===== config.mk =====
export PLATFORM = sky130hd
export DESIGN_NAME = srapc_host
export DESIGN_NICKNAME = d
export VERILOG_FILES = /design/src/include/srapc_pkg.sv /design/src/rtl/srapc_host.sv
export SDC_FILE = /design/constraint.sdc
export NUM_CORES = 1
export LEC_CHECK = 0
export ABC_AREA = 1
export BUFFER_PORTS_ARGS = -buffer_cell sky130_fd_sc_hd__buf_2
export CORE_MARGIN = 2
export CORE_UTILIZATION = 38
export CTS_CLUSTER_SIZE = 16
export DETAILED_ROUTE_END_ITERATION = 16
export PLACE_DENSITY = 0.67
export SLEW_MARGIN = 40
export SYNTH_ARGS = -nofsm -noshare
export SYNTH_HDL_FRONTEND = slang
export SYNTH_SLANG_ARGS = --single-unit

===== constraint.sdc =====
create_clock -name CLK -period 2.01 [get_ports CLK]
set_clock_uncertainty 0.15 [all_clocks]
set_input_delay 0.3015 -clock CLK [delete_from_list [all_inputs] [get_ports CLK]]
set_output_delay 0.3015 -clock CLK [all_outputs]
set_load 0.05 [all_outputs]

===== src/include/srapc_pkg.sv =====
// Purpose: Constants for the secured-region host controller
// Assumes: 16-bit word bus, 10 MHz CLK
// Notes:   Word addresses only
package srapc_pkg;
	localparam int          CLK_MHZ            = 10;
	localparam int          ADDR_W             = 24;
	localparam int          DATA_W             = 16;
	// Bus cycle timing
	localparam int          ACC_NS             = 110;
	localparam int          ACC_CYC            = (ACC_NS * CLK_MHZ + 999) / 1000;
	localparam int          WE_NS              = 35;
	localparam int          WE_CYC             = (WE_NS * CLK_MHZ + 999) / 1000;
	localparam int          RST_PULSE_NS       = 500;
	localparam int          RST_CYC            = (RST_PULSE_NS * CLK_MHZ + 999) / 1000;
	localparam logic [3:0]  ACC_CNT            = 4'(ACC_CYC);
	localparam logic [3:0]  WE_CNT             = 4'(WE_CYC);
	localparam logic [3:0]  RST_CNT            = 4'(RST_CYC);
	// Command addresses and data
	localparam logic [23:0] UNLOCK1_ADDR       = 24'h000555;
	localparam logic [23:0] UNLOCK2_ADDR       = 24'h0002AA;
	localparam logic [23:0] EXIT4_ADDR         = 24'h000000;
	localparam logic [15:0] UNLOCK1_DATA       = 16'h00AA;
	localparam logic [15:0] UNLOCK2_DATA       = 16'h0055;
	localparam logic [15:0] ENTER_DATA         = 16'h0088;
	localparam logic [15:0] PROG_DATA          = 16'h00A0;
	localparam logic [15:0] EXIT3_DATA         = 16'h0090;
	localparam logic [15:0] EXIT4_DATA         = 16'h0000;
	localparam logic [23:0] ID_LOCK_ADDR       = 24'h000003;
	localparam int          LOCK_BIT           = 7;
	localparam logic [6:0]  REGION_LAST        = 7'h7F;
	localparam logic [2:0]  SERIAL_LAST        = 3'h7;
	// Operations and sequencer states
	typedef enum logic [2:0]
	{
		SRAPC_OP_READ  = 3'b000,
		SRAPC_OP_WRITE = 3'b001,
		SRAPC_OP_ENTER = 3'b010,
		SRAPC_OP_PROG  = 3'b011,
		SRAPC_OP_EXIT  = 3'b100,
		SRAPC_OP_RESET = 3'b101
	} srapc_op_t;
	typedef enum logic [2:0]
	{
		SRAPC_IDLE  = 3'b000,
		SRAPC_WSET  = 3'b001,
		SRAPC_WHOLD = 3'b010,
		SRAPC_RD    = 3'b011,
		SRAPC_RST   = 3'b100,
		SRAPC_DONE  = 3'b101
	} srapc_state_t;
endpackage


===== src/rtl/srapc_host.sv =====
// Purpose: Host controller driving a parallel NOR flash secured region
// Assumes: Flash pins asynchronous to CLK; ready_busy_n synchronised
// Notes:   One command at a time; REQ taken only while READY is high
`timescale 1ns/1ps
module srapc_host
	import srapc_pkg::*;
(
	input  wire logic              CLK,
	input  wire logic              SRST,
	input  wire logic              CE,
	input  wire logic              REQ,
	input  wire logic [2:0]        OP,
	input  wire logic [ADDR_W-1:0] ADDR,
	input  wire logic [DATA_W-1:0] WDATA,
	output logic                   READY,
	output logic                   RVALID,
	output logic [DATA_W-1:0]      RDATA,
	output logic                   REFUSED,
	output logic                   SECURED,
	output logic                   FLASH_CE_N,
	output logic                   FLASH_OE_N,
	output logic                   FLASH_WE_N,
	output logic                   FLASH_RESET_N,
	output logic                   FLASH_BOOST,
	output logic [ADDR_W-1:0]      FLASH_A,
	output logic [DATA_W-1:0]      FLASH_DQ_O,
	output logic                   FLASH_DQ_OE,
	input  wire logic [DATA_W-1:0] FLASH_DQ_I,
	input  wire logic              FLASH_READY_BUSY_N
);
	// ==========================================================
	// Pin synchronisers
	logic [DATA_W-1:0] dq_s1_q, dq_s2_q;
	logic              rb_s1_q, rb_s2_q;
	always_ff @(posedge CLK)
	begin
		if (SRST)
		begin
			dq_s1_q <= 16'h0000;
			dq_s2_q <= 16'h0000;
			rb_s1_q <= 1'b1;
			rb_s2_q <= 1'b1;
		end
		else if (CE)
		begin
			dq_s1_q <= FLASH_DQ_I;
			dq_s2_q <= dq_s1_q;
			rb_s1_q <= FLASH_READY_BUSY_N;
			rb_s2_q <= rb_s1_q;
		end
	end

	// ==========================================================
	// Sequencer
	srapc_state_t      st_q, st_d;
	logic [1:0]        step_q, step_d, last_q, last_d;
	logic [3:0]        cnt_q, cnt_d;
	srapc_op_t         op_q, op_d;
	logic [ADDR_W-1:0] a_q, a_d;
	logic [DATA_W-1:0] wd_q, wd_d, rd_q, rd_d;
	logic              sec_q, sec_d, rv_q, rv_d, ref_q, ref_d;
	logic              ce_n_q, ce_n_d, oe_n_q, oe_n_d, we_n_q, we_n_d;
	logic              rst_n_q, rst_n_d, dqoe_q, dqoe_d, rdy_q, rdy_d;
	logic [ADDR_W-1:0] cyc_a;
	logic [DATA_W-1:0] cyc_d;
	logic              in_region;

	// Address of region access inside the 128-word region (00h to 7Fh)
	assign in_region = (ADDR[ADDR_W-1:7] == '0);

	always_comb
	begin
		// Step table for multi-write sequences
		cyc_a = UNLOCK1_ADDR;
		cyc_d = UNLOCK1_DATA;
		case (step_q)
			2'd0:
			begin
				cyc_a = UNLOCK1_ADDR;
				cyc_d = UNLOCK1_DATA;
			end
			2'd1:
			begin
				cyc_a = UNLOCK2_ADDR;
				cyc_d = UNLOCK2_DATA;
			end
			2'd2:
			begin
				cyc_a = UNLOCK1_ADDR;
				cyc_d = (op_q == SRAPC_OP_ENTER) ? ENTER_DATA :
					(op_q == SRAPC_OP_PROG) ? PROG_DATA : EXIT3_DATA;
			end
			default:
			begin
				cyc_a = (op_q == SRAPC_OP_EXIT) ? EXIT4_ADDR : a_q;
				cyc_d = (op_q == SRAPC_OP_EXIT) ? EXIT4_DATA : wd_q;
			end
		endcase
		if (op_q == SRAPC_OP_WRITE)
		begin
			cyc_a = a_q;
			cyc_d = wd_q;
		end
	end

	always_comb
	begin
		st_d    = st_q;
		step_d  = step_q;
		last_d  = last_q;
		cnt_d   = cnt_q;
		op_d    = op_q;
		a_d     = a_q;
		wd_d    = wd_q;
		rd_d    = rd_q;
		sec_d   = sec_q;
		rv_d    = 1'b0;
		ref_d   = 1'b0;
		ce_n_d  = ce_n_q;
		oe_n_d  = oe_n_q;
		we_n_d  = we_n_q;
		rst_n_d = rst_n_q;
		dqoe_d  = dqoe_q;
		rdy_d   = rdy_q;
		case (st_q)
			SRAPC_IDLE:
			begin
				// Deselect and float between accesses; address held so the part may sleep
				ce_n_d = 1'b1;
				oe_n_d = 1'b1;
				if (REQ && rdy_q)
				begin
					op_d  = srapc_op_t'(OP);
					a_d   = ADDR;
					wd_d  = WDATA;
					step_d = 2'd0;
					if (OP == SRAPC_OP_RESET)
					begin
						rst_n_d = 1'b0;
						cnt_d   = RST_CNT;
						rdy_d   = 1'b0;
						st_d    = SRAPC_RST;
					end
					else if (sec_q && !rb_s2_q && (OP == SRAPC_OP_PROG ||
						(OP == SRAPC_OP_READ && in_region)))
						ref_d = 1'b1;
					else if ((OP == SRAPC_OP_PROG && (!sec_q || !in_region)) ||
						(OP == SRAPC_OP_ENTER && sec_q) || (OP == SRAPC_OP_EXIT && !sec_q))
						ref_d = 1'b1;
					else if (OP == SRAPC_OP_READ)
					begin
						ce_n_d = 1'b0;
						oe_n_d = 1'b0;
						cnt_d  = ACC_CNT;
						rdy_d  = 1'b0;
						st_d   = SRAPC_RD;
					end
					else
					begin
						// Boost pin never raised in secured mode
						last_d = (OP == SRAPC_OP_WRITE) ? 2'd0 :
							(OP == SRAPC_OP_ENTER) ? 2'd2 : 2'd3;
						rdy_d  = 1'b0;
						st_d   = SRAPC_WSET;
					end
				end
			end
			SRAPC_WSET:
			begin
				ce_n_d = 1'b0;
				we_n_d = 1'b0;
				dqoe_d = 1'b1;
				cnt_d  = WE_CNT;
				st_d   = SRAPC_WHOLD;
			end
			SRAPC_WHOLD:
			begin
				if (cnt_q != 4'h0)
					cnt_d = cnt_q - 4'h1;
				else
				begin
					// Chip stays selected so the write edge is set by WE alone
					we_n_d = 1'b1;
					if (step_q == last_q)
					begin
						st_d = SRAPC_DONE;
						if (op_q == SRAPC_OP_ENTER)
							sec_d = 1'b1;
						if (op_q == SRAPC_OP_EXIT)
							sec_d = 1'b0;
					end
					else
					begin
						step_d = step_q + 2'd1;
						st_d   = SRAPC_WSET;
					end
				end
			end
			SRAPC_RD:
			begin
				if (cnt_q != 4'h0)
					cnt_d = cnt_q - 4'h1;
				else
				begin
					// Lock bit at 03h, serial words are plain reads
					rd_d   = dq_s2_q;
					rv_d   = 1'b1;
					ce_n_d = 1'b1;
					oe_n_d = 1'b1;
					st_d   = SRAPC_DONE;
				end
			end
			SRAPC_RST:
			begin
				if (cnt_q != 4'h0)
					cnt_d = cnt_q - 4'h1;
				else
				begin
					rst_n_d = 1'b1;
					sec_d   = 1'b0;
					st_d    = SRAPC_DONE;
				end
			end
			SRAPC_DONE:
			begin
				// Deselect even while a program still runs in the part
				ce_n_d = 1'b1;
				dqoe_d = 1'b0;
				rdy_d  = 1'b1;
				st_d   = SRAPC_IDLE;
			end
			default:
				st_d = SRAPC_IDLE;
		endcase
	end

	// Address and data pins follow the current sequence step
	logic [ADDR_W-1:0] fa_q, fa_d;
	logic [DATA_W-1:0] fd_q, fd_d;
	always_comb
	begin
		fa_d = fa_q;
		fd_d = fd_q;
		if (st_q == SRAPC_IDLE && REQ && rdy_q && OP == SRAPC_OP_READ)
			fa_d = ADDR;
		else if (st_q == SRAPC_WSET || (st_q == SRAPC_IDLE && REQ && rdy_q && OP != SRAPC_OP_READ))
		begin
			fa_d = (st_q == SRAPC_WSET) ? cyc_a : fa_q;
			fd_d = (st_q == SRAPC_WSET) ? cyc_d : fd_q;
		end
	end

	always_ff @(posedge CLK)
	begin
		if (SRST)
		begin
			st_q    <= SRAPC_IDLE;
			step_q  <= 2'd0;
			last_q  <= 2'd0;
			cnt_q   <= 4'h0;
			op_q    <= SRAPC_OP_READ;
			a_q     <= 24'h000000;
			wd_q    <= 16'h0000;
			rd_q    <= 16'h0000;
			sec_q   <= 1'b0;
			rv_q    <= 1'b0;
			ref_q   <= 1'b0;
			ce_n_q  <= 1'b1;
			oe_n_q  <= 1'b1;
			we_n_q  <= 1'b1;
			rst_n_q <= 1'b1;
			dqoe_q  <= 1'b0;
			rdy_q   <= 1'b1;
			fa_q    <= 24'h000000;
			fd_q    <= 16'h0000;
		end
		else if (CE)
		begin
			st_q    <= st_d;
			step_q  <= step_d;
			last_q  <= last_d;
			cnt_q   <= cnt_d;
			op_q    <= op_d;
			a_q     <= a_d;
			wd_q    <= wd_d;
			rd_q    <= rd_d;
			sec_q   <= sec_d;
			rv_q    <= rv_d;
			ref_q   <= ref_d;
			ce_n_q  <= ce_n_d;
			oe_n_q  <= oe_n_d;
			we_n_q  <= we_n_d;
			rst_n_q <= rst_n_d;
			dqoe_q  <= dqoe_d;
			rdy_q   <= rdy_d;
			fa_q    <= fa_d;
			fd_q    <= fd_d;
		end
	end

	assign READY         = rdy_q;
	assign RVALID        = rv_q;
	assign RDATA         = rd_q;
	assign REFUSED       = ref_q;
	assign SECURED       = sec_q;
	assign FLASH_CE_N    = ce_n_q;
	assign FLASH_OE_N    = oe_n_q;
	assign FLASH_WE_N    = we_n_q;
	assign FLASH_RESET_N = rst_n_q;
	assign FLASH_BOOST   = 1'b0 & ~sec_q;
	assign FLASH_A       = fa_q;
	assign FLASH_DQ_O    = fd_q;
	assign FLASH_DQ_OE   = dqoe_q;

	// ==========================================================
	// Checks
	property p_oe_float;
		@(posedge CLK) disable iff (SRST) !oe_n_q |-> !dqoe_q;
	endproperty
	a_oe_float: assert property (p_oe_float) else $error("Bus driven while reading");

	property p_rst_width;
		@(posedge CLK) disable iff (SRST || !CE) $fell(rst_n_q) |-> !rst_n_q [*3];
	endproperty
	a_rst_width: assert property (p_rst_width) else $error("Reset pulse too short");

	property p_rst_clears_sec;
		@(posedge CLK) disable iff (SRST) $rose(rst_n_q) |-> !sec_q;
	endproperty
	a_rst_clears_sec: assert property (p_rst_clears_sec) else $error("Secured after reset");

	property p_enter_sets;
		@(posedge CLK) disable iff (SRST) $rose(sec_q) |-> op_q == SRAPC_OP_ENTER && step_q == 2'd2;
	endproperty
	a_enter_sets: assert property (p_enter_sets) else $error("Secured without entry");

	property p_exit_clears;
		@(posedge CLK) disable iff (SRST) $fell(sec_q) |-> (op_q == SRAPC_OP_EXIT && step_q == 2'd3) || !rst_n_q
			|| op_q == SRAPC_OP_RESET;
	endproperty
	a_exit_clears: assert property (p_exit_clears) else $error("Secured dropped early");

	property p_boost_off;
		@(posedge CLK) disable iff (SRST) sec_q |-> !FLASH_BOOST;
	endproperty
	a_boost_off: assert property (p_boost_off) else $error("Boost in secured mode");

	property p_idle_deselect;
		@(posedge CLK) disable iff (SRST || !CE) st_q == SRAPC_IDLE && $past(st_q) == SRAPC_IDLE |-> ce_n_q;
	endproperty
	a_idle_deselect: assert property (p_idle_deselect) else $error("Chip selected in idle");

	property p_read_time;
		@(posedge CLK) disable iff (SRST || !CE) $fell(oe_n_q) |-> ##[1:12] rv_q;
	endproperty
	a_read_time: assert property (p_read_time) else $error("Read never completed");
endmodule // srapc_host


==> flow_metrics.tcl <==
set metrics [dict create \
    critPathArrivalTime_ns 2.08 \
    worstSetupPathType "input port to register" \
    timing.critical_path.buf_inv 3 \
    detailedRoute.firstPassIterationCount 5 \
    startpoint_class_of_the_critical_path "input port" \
    tritoncts_num_sinks 153 \
    detail_route.iter0.violations 318 \
    grt_util_met3_pct 5.29 \
    layout.cells.non_filler 1245 \
    worst_setup_hold_path_clk_slew_ns 0.06 \
    synthesized_cell_area_sq_um 6370 \
    clock_insertion_delay_worst_skew_ns 0.42 \
    dpl-instance-area_sq_um 7260 \
    wirelength_um 16400 \
    synth_area_per_cell_sq_um 7.42 \
    grt_remaining_overflow 0 \
    detailed_place_hpwl_um 10600 \
    seq_area_frac_synth_pct 48.1 \
    endpoint_kind "register" \
    grt_util_met1_pct 25.6 \
    gr-max-usage-layer "met2" \
    totalNegativeSetupSlack_ns 0 \
    worst_ir_drop_vdd_mv 0.762 \
    met2_usage_grt_pct 28.8 \
    clock_tree.htree_level_count 4 \
    clock.fmax_mhz 532 \
    floorplan.initialDensity_pct 38.7 \
    layout-drive-gt1-share_pct 20.6 \
    leakagePower_nw 3.75 \
    final-hold-violation-count 0 \
    finalNetCount 1082 \
    synth.net_count 928 \
    initial_antenna_violation_count 0 \
    gp_congestion 0.937 \
    via_count 6052 \
    port_buffers 128 \
    n_antenna_cell 0 \
    final_max_slew_violation_count 0 \
    path_common_cell "sky130_fd_sc_hd__nand2_1" \
    critPathSlowestCell "sky130_fd_sc_hd__dlygate4sd3_1" \
    synthDistinctLibCells 39 \
    hold_path.class "input port to register" \
    postRouteAntennaNets 0 \
    drc 0 \
    row_count 47 \
    worst_path_dominant_cell_family "simple AND/OR/NAND/NOR gates" \
    synth_area_leaders "sky130_fd_sc_hd__dfxtp_1 48%, sky130_fd_sc_hd__o21ai_0 11%, sky130_fd_sc_hd__nor2_1 10%" \
    globalRouteTotalUtil_pct 18.9 \
    floorplan.die.height_um 134 \
    worst_path_largest_cell_delay_ns 0.54 \
    postSynthRegisterBits 153 \
    clock_path_buffers 2 \
    timing.final.setup_violations 0 \
    drt-vias-per-instance 4.86 \
    timing.final.crit_period_ns 1.88 \
    number_of_cts_inserted_buffers 17 \
    cts_tree "yes" \
    worstPathMaxFanout 4 \
    maximum_number_of_pins_on_one_net_before_global_route_repair 81 \
    core_region_area_sq_um 16500 \
    io-pin-count 130 \
    endpoint_required_time_on_the_critical_path_ns 2.21 \
    layout.cell_area.non_filler_sq_um 8260 \
    power.density_cell_area_nw_per_um2 1350 \
    grt_pass1_wl_um 27300 \
    final_period_utilization_pct 93.4 \
    max-cap-violations 0 \
    layout-area-overhead-vs-synth_pct 29.6 \
    outcome "finished clean" \
    floorplan.die_area_sq_um 17800 \
    wire_per_inst_um 13.2 \
    synth-warning-count 0 \
    post_synth_inst_count 859 \
    critical_path.cell_chain "dlygate4sd3_1, buf_2, nor2_2, nand3_2, nor2_2, nand3_1, nand2_1, nand3_1, nand2_2, buf_4, nor2_4, nand2_1, nand2_1, nor2_1" \
    clock-root-buffer "sky130_fd_sc_hd__clkbuf_16" \
    numPlacedInstances 1175 \
    synth.top_cell.area_share_pct 48.1 \
    floorplan.die.width_um 134 \
    grt_pass1_vias 5576 \
    yosysTopAreaCell "sky130_fd_sc_hd__dfxtp_1" \
]
[worst paths after layout]
path / slack, ns / end / from / cells past startpoint
setup reg to reg: 0.16 / FLASH_A[21]$_SDFFE_PP0P_ / st_q[1]$_SDFFE_PP0P_ / 8
hold / removal: 0.02 / a_q[21]$_SDFFE_PP0P_ / ADDR[21] / 3
hold reg to reg: 0.30 / a_q[9]$_SDFFE_PP0P_ / a_q[9]$_SDFFE_PP0P_ / 2
setup / recovery: 0.13 / st_q[1]$_SDFFE_PP0P_ / ADDR[11] / 14
[layer usage]
metal	vias to the layer above	wire length, um	share of wire [%]
met1	2704	7710	47
met3	20	1060	6.5
met4	0	225	1.4
met5	-	0	0
li1	3126	-	-
met2	202	7430	45
[cells by family after synthesis]
group / after synthesis / share of synthesized area (%)
other: 1 / 0.0588
AO/OA/AOI/OAI: 246 / 20.5
XOR/XNOR: 4 / 0.550
AND/OR/NAND/NOR: 323 / 21.6
flip-flops: 153 / 48.1
adder cells (fa/ha/maj): 5 / 0.982
buffers and inverters: 127 / 8.23
[flip-flops by register name, summed over array words and instances (netlist names), 2 cells and up]
| signal | count |
|---|---|
| st_q | 3 |
| step_q | 2 |
| FLASH_A | 24 |
| FLASH_DQ_O | 16 |
| op_q | 3 |
| a_q | 24 |
| dq_s1_q | 16 |
| wd_q | 16 |
| dq_s2_q | 16 |
| cnt_q | 4 |
| RDATA | 16 |
| last_q | 2 |
[cell type report]
type	count	area, sq um
clock buffers	23	458
clock inverters	8	121
fillers	1571	8200
inverters	76	287
multi-input cells	579	2830
flip-flops and latches	153	3060
well taps	220	275
repair buffers	186	1230
[worst register-to-register path, cell delays in order, from the launching register on]
cell                      delay [ns]
sky130_fd_sc_hd__dfxtp_1        0.39
sky130_fd_sc_hd__inv_2          0.12
sky130_fd_sc_hd__nand2_1        0.08
sky130_fd_sc_hd__nor2_1         0.20
sky130_fd_sc_hd__inv_1          0.14
sky130_fd_sc_hd__a21oi_4        0.19
sky130_fd_sc_hd__buf_12         0.22
sky130_fd_sc_hd__o21ai_0        0.11
sky130_fd_sc_hd__a31oi_1        0.16
[repair_timing]
action / 4_1_cts / 5_1_grt
hold endpoints to repair: 39 / 0
hold buffers: 37 / 0
setup buffers: 0 / 2
resized for setup: 0 / 12
setup endpoints to repair: 0 / 13
[placed cells by master (no fill, tap or decap), types with 6 or more instances in the layout]
master and instances:
sky130_fd_sc_hd__buf_4 16, sky130_fd_sc_hd__inv_1 66, sky130_fd_sc_hd__inv_2 9, sky130_fd_sc_hd__buf_2 128
sky130_fd_sc_hd__dlygate4sd3_1 37, sky130_fd_sc_hd__o21ai_0 145, sky130_fd_sc_hd__dfxtp_1 152, sky130_fd_sc_hd__clkbuf_16 17
sky130_fd_sc_hd__a31oi_1 13, sky130_fd_sc_hd__a21oi_1 62, sky130_fd_sc_hd__nor3_1 6, sky130_fd_sc_hd__nor2_1 167
sky130_fd_sc_hd__nand3_1 42, sky130_fd_sc_hd__o21ai_1 9, sky130_fd_sc_hd__nand2_1 80
[metrics by stage]
stage | power, mW | utilization [%] | hold WS [ns] | worst slack [ns]
2_1_floorplan | 6.88 | - | 0.275 | 0.100
3_3_place_gp | 7.84 | 44.1 | 0.283 | 0.145
3_5_place_dp | 7.86 | 44.1 | 0.289 | 0.0852
4_1_cts | 11.1 | 49.8 | 0.00102 | 0.0193
5_1_grt | 11.9 | 50.2 | 0.00838 | -0.0128
6_report | 11.1 | 50.2 | 0.0179 | 0.132
[power breakdown]
part           total [mW]  switching, mW  internal, mW
sequential           3.91          0.306          3.60
combinational        4.06           2.81          1.25
clock                3.17           1.20          1.97
[synth_stat cells, drive strengths merged]
master  number
a22oi        1
xor2         4
nand4        5
nor2       176
buf         21
a221oi       1
nand3b       1
a21oi       65
inv         75
nor3         9
nand2       86
o221ai       3
o211ai       1
conb         1
clkbuf      30
a31oi       13
a211oi       2
o31ai        2
ha           5
o21a         1
o21bai       3
nand3       46
clkinv       1
o21ai      154
dfxtp      153
No activity file was read; power rests on OpenSTA's default activity.
